===== config.mk =====
export PLATFORM = sky130hd
export DESIGN_NAME = ptcu_top
export DESIGN_NICKNAME = d
export VERILOG_FILES = /design/src/verilog/ptcu_pkg.sv /design/src/verilog/ptcu_top.sv
export SDC_FILE = /design/constraint.sdc
export NUM_CORES = 1
export LEC_CHECK = 0
export ABC_CLOCK_PERIOD_IN_PS = 3800
export BUFFER_PORTS_ARGS = -buffer_cell sky130_fd_sc_hd__buf_4
export CAP_MARGIN = 0
export CORE_AREA = 2 2 363 365
export DETAILED_ROUTE_END_ITERATION = 10
export DIE_AREA = 0 0 365 367
export HOLD_SLACK_MARGIN = 0.12
export PLACE_DENSITY = 0.39
export SETUP_SLACK_MARGIN = 0.05
export SLEW_MARGIN = 25
export SYNTH_ARGS = -nofsm -noshare
export SYNTH_HDL_FRONTEND = slang
export SYNTH_SLANG_ARGS = --single-unit

===== constraint.sdc =====
create_clock -name i_sys_clk -period 3.8 [get_ports i_sys_clk]
set_input_delay 0.38 -clock i_sys_clk [delete_from_list [all_inputs] [get_ports i_sys_clk]]
set_output_delay 0.38 -clock i_sys_clk [all_outputs]
set_load 0.05 [all_outputs]

===== src/verilog/ptcu_pkg.sv =====
package ptcu_pkg;
  // Timebase selection codes.
  localparam logic [1:0] PTCU_TB_1MS = 2'h0;
  localparam logic [1:0] PTCU_TB_10MS = 2'h1;
  localparam logic [1:0] PTCU_TB_100MS = 2'h2;
  // Clock and timebase figures.
  localparam int PTCU_CLK_MHZ = 100;
  localparam int PTCU_TICK_US = 1000;
  localparam int PTCU_TICK_CYC = PTCU_TICK_US * PTCU_CLK_MHZ;
  localparam int PTCU_DIV10 = 10;
  localparam int PTCU_DIV100 = 100;
  // Counter limits and reset values.
  localparam logic [14:0] PTCU_C16_MAX = 15'h7fff;
  localparam logic [31:0] PTCU_HS_MAX = 32'h7fffffff;
  localparam logic [15:0] PTCU_T_RST = 16'h0000;
  localparam logic [31:0] PTCU_C_RST = 32'h00000000;
  // Pulse input budget.
  localparam int PTCU_HS_MAX_KHZ = 20;
  // Number of single-phase high-speed counters sharing the common reset.
  localparam int PTCU_HS_SHARED = 5;
endpackage


===== src/verilog/ptcu_top.sv =====
`timescale 1ns/10ps
// Notes on behaviour
// - Timers count up in 1/10/100 ms ticks.
// - End-of-scan variant advances once per scan.
// - Instruction variant advances on instruction evaluation.
// - Enabled timer flags when value reaches preset.
// - General timer clears on enable loss.
// - Retentive timer holds value and resumes.
// - Routine timers count at end of scan.
// - Routine timer idle when routine not executing.
// - Counters act on rising count edge; the 32-bit counter steps at the following end of scan.
// - 16-bit counter counts up to 32767, flags.
// - 16-bit counter stops at preset until reset or load.
// - 32-bit up/down counter wraps past maximum.
// - 32-bit flag tracks value at or above preset.
// - Direction bit set means count down.
// - High-speed counter wraps to zero after maximum.
// - High-speed compare acts immediately on match.
// - 32-bit counter per scan, 16-bit and high-speed per pulse.
// - Reset clears value and output flag.
// - Overloaded 16-bit counter snaps to preset.
// - Pulse inputs accept up to 20 kHz.
// - Each high-speed counter has fixed inputs.
// - Shared input counts or resets five counters.
module ptcu_top
  import ptcu_pkg::*;
#(
  parameter int TICK_CYC = PTCU_TICK_CYC,
  parameter int HS_N = 6
) (
  // Clock and reset.
  input wire logic i_sys_clk,
  input wire logic i_rst,
  // Scan engine.
  input wire logic i_end_of_scan,
  input wire logic i_eval_mode,
  // Timer commands.
  input wire logic [1:0] i_tmr_base,
  input wire logic i_tmr_enable,
  input wire logic i_tmr_retentive,
  input wire logic i_tmr_routine,
  input wire logic i_tmr_routine_active,
  input wire logic i_tmr_eval,
  input wire logic [15:0] i_tmr_preset,
  // 16-bit counter.
  input wire logic i_c16_count,
  input wire logic i_c16_reset,
  input wire logic i_c16_load,
  input wire logic [14:0] i_c16_load_value,
  input wire logic [14:0] i_c16_preset,
  // 32-bit up/down counter.
  input wire logic i_c32_count,
  input wire logic i_c32_reset,
  input wire logic i_count_down_select_bit,
  input wire logic [31:0] i_c32_preset,
  // High-speed counters on fixed pulse inputs.
  input wire logic [HS_N-1:0] i_hs_pulse,
  input wire logic [HS_N-1:0] i_hs_reset,
  input wire logic [HS_N-1:0] i_hs_down,
  input wire logic i_shared_input_role_select,
  input wire logic [31:0] i_hs_preset,
  // Outputs.
  output logic [15:0] o_tmr_value,
  output logic o_tmr_flag,
  output logic [14:0] o_c16_value,
  output logic o_c16_flag,
  output logic [31:0] o_c32_value,
  output logic o_c32_flag,
  output logic [HS_N*32-1:0] o_hs_value,
  output logic [HS_N-1:0] o_hs_flag
);
  initial begin
    if (HS_N != PTCU_HS_SHARED + 1) $error("HS_N must be shared count plus one");
    if (TICK_CYC < 1) $error("TICK_CYC must be at least one");
  end

  typedef struct packed {
    logic [31:0] pre;
    logic [6:0] dec;
    logic tick_pend;
    logic [15:0] tv;
    logic tf;
    logic c16_prev;
    logic [14:0] c16v;
    logic c16f;
    logic c32_prev;
    logic c32_pend;
    logic [31:0] c32v;
    logic c32f;
    logic [HS_N-1:0] hs_prev;
    logic [HS_N*32-1:0] hsv;
    logic [HS_N-1:0] hsf;
  } ptcu_state_s;

  ptcu_state_s st_r;
  ptcu_state_s st_nxt;

  // Millisecond ticks per timer step, less one, per selected timebase.
  function automatic logic [6:0] ptcu_div(input logic [1:0] base);
    case (base)
      PTCU_TB_10MS: ptcu_div = 7'(PTCU_DIV10 - 1);
      PTCU_TB_100MS: ptcu_div = 7'(PTCU_DIV100 - 1);
      default: ptcu_div = 7'h0;
    endcase
  endfunction

  logic ms_tick;
  logic base_tick;
  logic tmr_run;
  logic tmr_step;
  logic [31:0] hs_cur;
  logic hs_rst;
  logic hs_edge;

  always_comb begin
    st_nxt = st_r;
    ms_tick = (st_r.pre == 32'(TICK_CYC - 1));
    st_nxt.pre = ms_tick ? 32'h0 : st_r.pre + 32'h1;
    // Timebase: 1 ms raw, 10 and 100 ms from one shared millisecond prescaler.
    base_tick = 1'b0;
    if (ms_tick) begin
      if (st_r.dec >= ptcu_div(i_tmr_base)) begin
        st_nxt.dec = 7'h0;
        base_tick = 1'b1;
      end else begin
        st_nxt.dec = st_r.dec + 7'h1;
      end
    end
    if (base_tick) begin
      st_nxt.tick_pend = 1'b1;
    end
    // Routine timers only run while their routine executes.
    tmr_run = i_tmr_enable && (!i_tmr_routine || i_tmr_routine_active);
    // End-of-scan or instruction point, a routine timer always at end of scan.
    tmr_step = (i_tmr_routine || !i_eval_mode) ? i_end_of_scan : i_tmr_eval;
    if (!i_tmr_enable) begin
      st_nxt.tf = 1'b0;
      if (!i_tmr_retentive) begin
        st_nxt.tv = PTCU_T_RST;
      end
    end else if (tmr_run && tmr_step) begin
      if ((st_r.tick_pend || base_tick) && st_r.tv < i_tmr_preset) begin
        st_nxt.tv = st_r.tv + 16'h1;
        st_nxt.tick_pend = 1'b0;
      end
      st_nxt.tf = (st_r.tv >= i_tmr_preset) ||
        ((st_r.tick_pend || base_tick) && (st_r.tv + 16'h1 >= i_tmr_preset));
    end
    // The 16-bit counter steps on the edge; the 32-bit one waits for the scan point.
    st_nxt.c16_prev = i_c16_count;
    if (i_c16_reset) begin
      st_nxt.c16v = 15'h0;
      st_nxt.c16f = 1'b0;
    end else if (i_c16_load) begin
      st_nxt.c16v = i_c16_load_value;
    end else if (i_c16_count && !st_r.c16_prev) begin
      if (st_r.c16v >= i_c16_preset) begin
        st_nxt.c16v = i_c16_preset;
        st_nxt.c16f = 1'b1;
      end else if (st_r.c16v < PTCU_C16_MAX) begin
        st_nxt.c16v = st_r.c16v + 15'h1;
        st_nxt.c16f = (st_r.c16v + 15'h1 >= i_c16_preset);
      end
    end
    st_nxt.c32_prev = i_c32_count;
    if (i_c32_count && !st_r.c32_prev) begin
      st_nxt.c32_pend = 1'b1;
    end
    if (i_c32_reset) begin
      st_nxt.c32v = PTCU_C_RST;
      st_nxt.c32_pend = 1'b0;
      st_nxt.c32f = 1'b0;
    end else if (i_end_of_scan && (st_r.c32_pend || (i_c32_count && !st_r.c32_prev))) begin
      st_nxt.c32_pend = 1'b0;
      // Two's complement addition wraps from the top to the bottom of the range.
      st_nxt.c32v = i_count_down_select_bit ? st_r.c32v - 32'h1 : st_r.c32v + 32'h1;
    end
    st_nxt.c32f = !i_c32_reset && ($signed(st_nxt.c32v) >= $signed(i_c32_preset));
    // Shared input: counts when role select clear, resets five counters when set.
    st_nxt.hs_prev = i_hs_pulse;
    for (int k = 0; k < HS_N; k++) begin
      hs_cur = st_r.hsv[k*32 +: 32];
      hs_rst = i_hs_reset[k] ||
        (k < PTCU_HS_SHARED && i_shared_input_role_select && i_hs_pulse[HS_N-1]);
      hs_edge = i_hs_pulse[k] && !st_r.hs_prev[k] &&
        !(k == HS_N-1 && i_shared_input_role_select);
      if (hs_rst) begin
        hs_cur = PTCU_C_RST;
      end else if (hs_edge) begin
        if (i_hs_down[k]) begin
          hs_cur = (hs_cur == 32'h0) ? PTCU_HS_MAX : hs_cur - 32'h1;
        end else begin
          hs_cur = (hs_cur == PTCU_HS_MAX) ? 32'h0 : hs_cur + 32'h1;
        end
      end
      st_nxt.hsv[k*32 +: 32] = hs_cur;
      st_nxt.hsf[k] = !hs_rst && (hs_cur >= i_hs_preset);
    end
  end

  always_ff @(posedge i_sys_clk) begin
    if (i_rst) begin
      st_r <= '0;
    end else begin
      st_r <= st_nxt;
    end
  end

  // Outputs come straight from the state register, so no glitch reaches the pins.
  assign o_tmr_value = st_r.tv;
  assign o_tmr_flag = st_r.tf;
  assign o_c16_value = st_r.c16v;
  assign o_c16_flag = st_r.c16f;
  assign o_c32_value = st_r.c32v;
  assign o_c32_flag = st_r.c32f;
  assign o_hs_value = st_r.hsv;
  assign o_hs_flag = st_r.hsf;

  chk_tmr_clear_off: assert property (@(posedge i_sys_clk) disable iff (i_rst)
    !i_tmr_enable && !i_tmr_retentive |=> o_tmr_value == 16'h0 && !o_tmr_flag)
    else $error("general timer not cleared");
  chk_tmr_hold_ret: assert property (@(posedge i_sys_clk) disable iff (i_rst)
    !i_tmr_enable && i_tmr_retentive |=> $stable(o_tmr_value))
    else $error("retentive timer lost value");
  chk_tmr_routine_idle: assert property (@(posedge i_sys_clk) disable iff (i_rst)
    i_tmr_routine && !i_tmr_routine_active && i_tmr_enable |=> $stable(o_tmr_value))
    else $error("routine timer advanced while idle");
  chk_c16_stop: assert property (@(posedge i_sys_clk) disable iff (i_rst)
    o_c16_flag && !i_c16_reset && !i_c16_load && $stable(i_c16_preset)
    |=> o_c16_value == $past(o_c16_value))
    else $error("16-bit counter moved past preset");
  chk_c16_reset: assert property (@(posedge i_sys_clk) disable iff (i_rst)
    i_c16_reset |=> o_c16_value == 15'h0 && !o_c16_flag)
    else $error("16-bit counter reset failed");
  chk_c32_flag_cmp: assert property (@(posedge i_sys_clk) disable iff (i_rst)
    !$past(i_rst) && !$past(i_c32_reset)
    |-> o_c32_flag == ($signed(o_c32_value) >= $signed($past(i_c32_preset))))
    else $error("32-bit flag disagrees with compare");
  chk_c32_dir_down: assert property (@(posedge i_sys_clk) disable iff (i_rst)
    i_end_of_scan && i_count_down_select_bit && !i_c32_reset
    && (st_r.c32_pend || (i_c32_count && !st_r.c32_prev))
    |=> o_c32_value == $past(o_c32_value) - 32'h1)
    else $error("32-bit counter did not count down");
  chk_hs_wrap_zero: assert property (@(posedge i_sys_clk) disable iff (i_rst)
    o_hs_value[31:0] == PTCU_HS_MAX && i_hs_pulse[0] && !$past(i_hs_pulse[0]) && !i_hs_down[0]
    && !i_hs_reset[0] && !(i_shared_input_role_select && i_hs_pulse[HS_N-1])
    |=> o_hs_value[31:0] == 32'h0)
    else $error("high-speed counter did not wrap");
  chk_hs_shared_rst: assert property (@(posedge i_sys_clk) disable iff (i_rst)
    i_shared_input_role_select && i_hs_pulse[HS_N-1] |=> o_hs_value[31:0] == 32'h0)
    else $error("shared reset missed");

  chk_tmr_flag_set: assert property (@(posedge i_sys_clk) disable iff (i_rst)
    o_tmr_flag && i_tmr_enable && $stable(i_tmr_preset) |-> o_tmr_value >= i_tmr_preset)
    else $error("timer flag without reaching preset");
  chk_tmr_flag_drop: assert property (@(posedge i_sys_clk) disable iff (i_rst)
    !i_tmr_enable |=> !o_tmr_flag)
    else $error("timer flag kept while disabled");
  chk_tmr_eos_only: assert property (@(posedge i_sys_clk) disable iff (i_rst)
    i_tmr_enable && !i_eval_mode && !i_tmr_routine && !i_end_of_scan |=> $stable(o_tmr_value))
    else $error("timer stepped outside end of scan");
  chk_tmr_eval_point: assert property (@(posedge i_sys_clk) disable iff (i_rst)
    i_tmr_enable && i_eval_mode && !i_tmr_routine && !i_tmr_eval |=> $stable(o_tmr_value))
    else $error("timer stepped outside evaluation");
  chk_tmr_routine_eos: assert property (@(posedge i_sys_clk) disable iff (i_rst)
    i_tmr_enable && i_tmr_routine && !i_end_of_scan |=> $stable(o_tmr_value))
    else $error("routine timer stepped outside end of scan");

  chk_c16_step: assert property (@(posedge i_sys_clk) disable iff (i_rst)
    !i_c16_reset && !i_c16_load && i_c16_count && !$past(i_c16_count)
    && o_c16_value < i_c16_preset |=> o_c16_value == $past(o_c16_value) + 15'h1)
    else $error("16-bit counter missed an edge");
  chk_c16_hold: assert property (@(posedge i_sys_clk) disable iff (i_rst)
    !i_c16_reset && !i_c16_load && !(i_c16_count && !$past(i_c16_count)) |=> $stable(o_c16_value))
    else $error("16-bit counter moved without an edge");
  chk_c16_load: assert property (@(posedge i_sys_clk) disable iff (i_rst)
    i_c16_load && !i_c16_reset |=> o_c16_value == $past(i_c16_load_value))
    else $error("16-bit counter load lost");

  chk_c32_reset: assert property (@(posedge i_sys_clk) disable iff (i_rst)
    i_c32_reset |=> o_c32_value == 32'h0 && !o_c32_flag)
    else $error("32-bit counter reset failed");
  chk_c32_up: assert property (@(posedge i_sys_clk) disable iff (i_rst)
    i_end_of_scan && !i_count_down_select_bit && !i_c32_reset
    && (st_r.c32_pend || (i_c32_count && !st_r.c32_prev)) |=> o_c32_value == $past(o_c32_value) + 32'h1)
    else $error("32-bit counter did not count up");

  chk_hs_flag_cmp: assert property (@(posedge i_sys_clk) disable iff (i_rst)
    !$past(i_rst) && !$past(i_hs_reset[0]) && !$past(i_shared_input_role_select)
    |-> o_hs_flag[0] == (o_hs_value[31:0] >= $past(i_hs_preset)))
    else $error("high-speed flag disagrees with compare");
  chk_hs_step: assert property (@(posedge i_sys_clk) disable iff (i_rst)
    i_hs_pulse[0] && !$past(i_hs_pulse[0]) && !i_hs_down[0] && !i_hs_reset[0]
    && !i_shared_input_role_select && o_hs_value[31:0] != PTCU_HS_MAX
    |=> o_hs_value[31:0] == $past(o_hs_value[31:0]) + 32'h1)
    else $error("high-speed counter missed a pulse");
  chk_hs_reset_clr: assert property (@(posedge i_sys_clk) disable iff (i_rst)
    i_hs_reset[0] |=> o_hs_value[31:0] == 32'h0 && !o_hs_flag[0])
    else $error("high-speed counter reset failed");
  chk_hs_ignore: assert property (@(posedge i_sys_clk) disable iff (i_rst)
    i_shared_input_role_select && !i_hs_reset[HS_N-1] |=> $stable(o_hs_value[(HS_N-1)*32 +: 32]))
    else $error("shared input counted while resetting");
endmodule // ptcu_top


==> flow_metrics.tcl, run 1 <==
set metrics [dict create \
    status "finished, violations left" \
    violations "setup timing" \
    setup_viol 5 \
    synthTopCellsByArea "dfxtp_1, ha_1, nor2_1" \
    ys_seq_area_frac 0.194 \
    dp_cells 7031 \
    num_vias 36500 \
    nets 5935 \
    crit_fanout 5 \
    rsz0062_at_grt "yes" \
    yosys.area.top_type "dfxtp_1" \
    start_util 0.248 \
    cts_buffer_depth 3 \
    cp_data_arrival_time_ns 4.52 \
    p_int_mw 8.78 \
    synth_common_cells "nor2_1, ha_1, a21oi_1" \
    synth_edf_count 0 \
    gr-usage-all-layers 0.215 \
    cp-start-kind "flop" \
    dpl_cell_area_um2 41600 \
    wl_per_cell_um 20.7 \
    cts_sinks 313 \
    fmax_mhz 250 \
    finClkSkew_ns 0.0269 \
    fin_area_um2 46100 \
    crit_top_cell "a21o_1" \
    crit_path_top_delay_cell "or3_4" \
    p_sw_mw 4.93 \
    pin_count 410 \
    cts_root_buf "clkbuf_16" \
    netlist_instances 4511 \
    drc 0 \
    yosys_register_bits 313 \
    drive_gt1_frac 0.332 \
    core_region_area_um2 130000 \
    gp_congestion 0.889 \
    syn_nets 5001 \
    finalWorstSetupSlack_ns -0.204 \
    hold_viol 0 \
    crit_family "simple AND/OR/NAND/NOR gates" \
    antenna_found_initial 5 \
    max_stage_delay_ns 0.39 \
    cts_tree "done" \
    pwr-share-seq 0.252 \
    end_kind "flop" \
    viasPerCell 5.04 \
    setup_tns_ns -0.384 \
    ys.flop_type "dfxtp_1" \
    grt_pass1_wl_um 223000 \
    clkLatencyLatePin_ns 0.66 \
    dp_hpwl_um 117000 \
    worst_slew_pin_slew_ns 0.945 \
    cp_num_buf_inv 3 \
    crit_chain "inv_2 > ha_4 > or3b_4 > or3_4 > buf_4 > or3_1 > nor3_1 > buf_4 > a32o_1 > nor3_1 > ha_1 > a21o_1 > a21o_1 > a21o_1 > a21oi_1 > nor2b_1 > o21ai_0 > a21oi_1" \
    cts_max_level 2 \
    slew_headroom 0.370 \
    port_buffers 409 \
    grt_max_degree 46 \
    power.total_mw 13.7 \
    synth_top_area_frac 0.194 \
    avgSynthCellArea_um2 7.17 \
    leakagePower_nw 21.2 \
    drv_slew 0 \
    overflow 0 \
    yosysMostFrequentCell "nor2_1" \
    synth_area_um2 32300 \
    rrSetupSlack_ns -0.20 \
    power_frac_comb 0.370 \
    ys_warn_count 0 \
    path_class "flop to flop" \
    cp.required_ns 4.32 \
    power_density_nw_per_um2 297 \
    path_clk_slew_ns 0.06 \
    ir_worst_vdd_uv 332 \
    synth_cell_type_count 88 \
    row_count 133 \
    netSwitchingFraction 0.360 \
    drt-total-wl_um 150000 \
    postRouteAntennaNets 0 \
    grt_pass1_vias 35600 \
    drt_iter0_drc 2224 \
    drt_pass1_iterations 6 \
    die_x_um 365 \
    period_needed_ns 4.00 \
    p_clk_frac 0.378 \
    hp-class "input port to flop" \
    maxCapViolations 0 \
    synth-async-reset-ratio 0 \
    die-height_um 367 \
    die_area_um2 134000 \
    hold_ws_ns 0.192 \
    syn_to_final_growth_pct 42.6 \
    cts_made_buffers 49 \
    stdcell_count 7241 \
    fin_crit_sh 1.05 \
]
-- sequential cells by signal, summed over array words and instances, names as in the netlist --
name	flops
o_c32_value	32
o_c16_value	15
o_c32_flag	1
o_tmr_value	16
o_c16_flag	1
o_hs_value	192
o_hs_flag	6
o_tmr_flag	1
st_r	49
-- repair_timing --
item	CTS	global route
gates resized for setup	208	199
hold endpoints to repair	28	0
buffers inserted	46	27
cloned	1	0
pin swaps	99	129
endpoints found under the setup margin	7	12
hold buffers	47	0
-- metrics by stage --
step | util | setup WS (ns)
2_1_floorplan | - | -0.0974
3_3_place_gp | 0.319 | -0.744
3_5_place_dp | 0.319 | -0.698
4_1_cts | 0.345 | -0.213
5_1_grt | 0.353 | -0.439
6_report | 0.353 | -0.204
-- power groups by stage --
| stage | Clock (mW) | Combinational [mW] | Sequential [mW] |
|---|---|---|---|
| after floorplan | 0 | 2.52 | 3.52 |
| after global placement | 0 | 4.60 | 3.52 |
| after detailed placement | 0 | 4.59 | 3.52 |
| final | 5.18 | 5.07 | 3.45 |
| after global routing | 5.48 | 5.49 | 3.46 |
| after CTS | 5.37 | 4.87 | 3.45 |
-- final cells by class --
cell class	instances	area, um^2
Multi-Input combinational cell	3511	24200
Tap cell	1755	2200
Sequential cell	313	6340
Timing Repair Buffer	1410	11000
Clock inverter	25	413
Clock buffer	63	1380
Fill cell	14100	84400
Antenna cell	4	10.0
Inverter	160	608
-- metal layers --
metal  vias up  GRT usage  part of all wire
met1     17500      0.286              0.46
met4         4     0.0567             0.026
met2       847      0.356              0.46
li1      18000          -                 -
met5         -          0           0.00017
met3       183     0.0386             0.053
-- cells by family (layout without fill, tap and decap cells) --
family / Yosys count / after routing / synth area share
simple gates: 1841 / 1841 / 0.283
compound gates: 1140 / 1140 / 0.227
buf+inv: 687 / 1658 / 0.111
fa+ha+maj: 344 / 344 / 0.133
flops: 313 / 313 / 0.194
xor+xnor: 152 / 152 / 0.0412
mux: 34 / 34 / 0.0109
other cells: 0 / 4 / 0
-- cells in the final DEF, fill, tap and decap left out, types with 50 or more instances in the layout --
cell type	netlist	layout
inv_1	159	151
a31oi_1	56	50
nand3_1	179	170
and3_1	78	74
ha_1	343	323
o21ai_0	234	204
nor2b_1	63	58
nand4_1	111	111
a21oi_1	325	284
nor3_1	177	149
buf_4	261	1321
xor2_1	72	70
nor2_1	583	559
and2_1	84	84
a21o_1	118	118
dfxtp_1	313	277
xnor2_1	80	78
nand2_1	282	278
-- tightest hold or removal path: stages --
cell and delay [ns]:
buf_4 0.11, inv_1 0.10, mux2_2 0.15, o21ai_0 0.06
-- path summary, 6_finish.rpt --
check	from	to	cells past startpoint
max	o_hs_value[65]	o_hs_flag[2]	18
min	i_c16_preset[12]	o_c16_value[12]	4
max reg2reg	o_hs_value[65]	o_hs_flag[2]	18
min reg2reg	st_r[281]	st_r[281]	1
(Power assumes the default switching activity.)
==> inputs of run 2 (changes only) <==
--- a/config.mk
+++ b/config.mk
@@ -8,11 +8,11 @@
 export ABC_CLOCK_PERIOD_IN_PS = 3800
 export BUFFER_PORTS_ARGS = -buffer_cell sky130_fd_sc_hd__buf_4
 export CAP_MARGIN = 0
-export CORE_AREA = 2 2 363 365
+export CORE_AREA = 2 2 246 248
 export DETAILED_ROUTE_END_ITERATION = 10
-export DIE_AREA = 0 0 365 367
+export DIE_AREA = 0 0 248 250
 export HOLD_SLACK_MARGIN = 0.12
-export PLACE_DENSITY = 0.39
+export PLACE_DENSITY = 0.76
 export SETUP_SLACK_MARGIN = 0.05
 export SLEW_MARGIN = 25
 export SYNTH_ARGS = -nofsm -noshare
==> run 2 against run 1 <==
Against the previous run: the flow still finishes with violations (setup timing); register-to-register slack got worse by 0.02 ns; largest cell class unchanged; highest routed layer unchanged; largest power group is now combinational cells; final cell count down 16%; count of clock-buffer cells in the layout shrank 5; non-clock buffer count shrank 199.
==> flow_metrics.tcl, run 2 (synthesized netlist as in run 1, its figures left out) <==
set metrics [dict create \
    status "finished, violations left" \
    violations "setup timing" \
    grt_max_degree 45 \
    num_vias 38300 \
    min_from "i_hs_pulse[5]" \
    drc 0 \
    maxCapViolations 0 \
    gp_congestion 1.04 \
    power_density_nw_per_um2 292 \
    cp_data_arrival_time_ns 4.49 \
    die_area_um2 62000 \
    worst_slew_pin_slew_ns 0.832 \
    cts_tree "done" \
    pin_count 410 \
    row_count 90 \
    grt_pass1_vias 35500 \
    leakagePower_nw 19.8 \
    dp_hpwl_um 92500 \
    drv_slew 0 \
    dpl_cell_area_um2 38900 \
    finClkSkew_ns 0.0337 \
    gr-usage-all-layers 0.387 \
    hp-class "input port to flop" \
    cts_buffer_depth 3 \
    path_class "flop to flop" \
    postRouteAntennaNets 0 \
    slew_headroom 0.443 \
    timing.rr.start "o_hs_value[65]" \
    core_region_area_um2 59600 \
    use_met3 0.0845 \
    grt.busiest_layer "met2" \
    cp-start-kind "flop" \
    mostFrequentLayoutCell "buf_4" \
    grt_use_met1 0.491 \
    drt-total-wl_um 126000 \
    power.total_mw 12.3 \
    overflow 0 \
    fin_area_um2 42300 \
    min_to "st_r[203]" \
    largest_reg_flops 192 \
    drt_pass1_iterations 6 \
    fmax_mhz 249 \
    finalWorstSetupSlack_ns -0.221 \
    rsz0062_at_grt "yes" \
    port_buffers 409 \
    min_path_cells 2 \
    drt_iter0_drc 4296 \
    cts_made_buffers 41 \
    dp_cells 5885 \
    drive_gt1_frac 0.293 \
    cts_root_buf "clkbuf_16" \
    die_x_um 248 \
    ir_worst_vdd_uv 329 \
    r2r_end "o_hs_flag[2]" \
    start_util 0.543 \
    hold_viol 0 \
    setup_viol 5 \
    stdcell_count 6052 \
    syn_to_final_growth_pct 30.9 \
    clkLatencyLatePin_ns 0.61 \
    cp.required_ns 4.27 \
    worst-r2r-cell-count 18 \
    fin_crit_sh 1.06 \
    mostFrequentLayoutCells "buf_4, nor2_1, ha_1, a21oi_1, dfxtp_1" \
    rrSetupSlack_ns -0.22 \
    wl_per_cell_um 20.9 \
    crit_fanout 4 \
    path_clk_slew_ns 0.06 \
    antenna_found_initial 2 \
    grt_pass1_wl_um 193000 \
    cts_sinks 313 \
    nets 5728 \
    cts_max_level 2 \
    end_kind "flop" \
    die-height_um 250 \
    grt_util_met2 0.594 \
    period_needed_ns 4.02 \
    viasPerCell 6.33 \
]
run 2: area by class of cell:
cell class,instances,area (um^2)
fillers,4764,17200
inverters,160,603
clock buffers,58,1220
clock inverters,16,194
well taps,782,978
multi-input cells,3511,23800
flip-flops and latches,313,6300
repair buffers,1211,9270
diodes,1,2.50
run 2: where the power goes:
group          total (mW)  internal (mW)  switching [mW]
Combinational        4.66           1.98            2.68
Sequential           3.46           3.37          0.0870
Clock                4.22           2.52            1.71
Total                12.3           7.86            4.48
run 2: critical path: stages, from the launching register on:
cell,delay (ns)
dfxtp_2,0.34
inv_2,0.08
ha_4,0.13
or3b_4,0.37
or3_4,0.41
or3_1,0.33
xnor2_1,0.15
o32a_1,0.19
o22ai_2,0.20
nor2_1,0.08
ha_1,0.30
a211o_1,0.28
o211ai_1,0.21
a2111oi_2,0.09
o31ai_1,0.09
o311ai_1,0.14
a311o_1,0.29
a21oi_1,0.13
a21oi_1,0.08
run 2: routing by layer:
| layer | part of all wire | wire [um] |
|---|---|---|
| met3 | 0.11 | 13400 |
| met1 | 0.39 | 49300 |
| met5 | 0.000071 | 9 |
| met4 | 0.070 | 8790 |
| met2 | 0.43 | 54900 |
run 2: how the worst max path moves through the flow:
stage | from | endpoint | slack (ns) | cells after the start
6_report | o_hs_value[65] | o_hs_flag[2] | -0.22 | 18
4_1_cts | o_hs_value[65] | o_hs_flag[2] | -0.12 | 18
3_5_place_dp | i_count_down_select_bit | o_c32_flag | -0.60 | 20
5_1_grt | o_hs_value[1] | o_hs_flag[0] | -0.35 | 18
3_3_place_gp | i_count_down_select_bit | o_c32_flag | -0.52 | 20
2_1_floorplan | o_hs_value[64] | o_hs_flag[2] | -0.1 | 19
run 2: stage by stage:
| stage | util | hold WS (ns) | setup WS [ns] | TNS (ns) |
|---|---|---|---|---|
| 2_1_floorplan | - | 0.430 | -0.0974 | -0.182 |
| 3_3_place_gp | 0.653 | 0.444 | -0.524 | -1.24 |
| 3_5_place_dp | 0.653 | 0.452 | -0.602 | -1.56 |
| 4_1_cts | 0.695 | 0.131 | -0.117 | -0.239 |
| 5_1_grt | 0.711 | 0.151 | -0.348 | -1.29 |
| 6_report | 0.711 | 0.161 | -0.221 | -0.505 |
run 2: timing repair:
| item | CTS | global route |
|---|---|---|
| cloned | 1 | 0 |
| pin swaps | 65 | 93 |
| hold buffers | 34 | 0 |
| endpoints found under the hold margin | 24 | 0 |
| setup endpoints to repair | 7 | 7 |
| resized for setup | 118 | 164 |
| setup buffers | 26 | 32 |
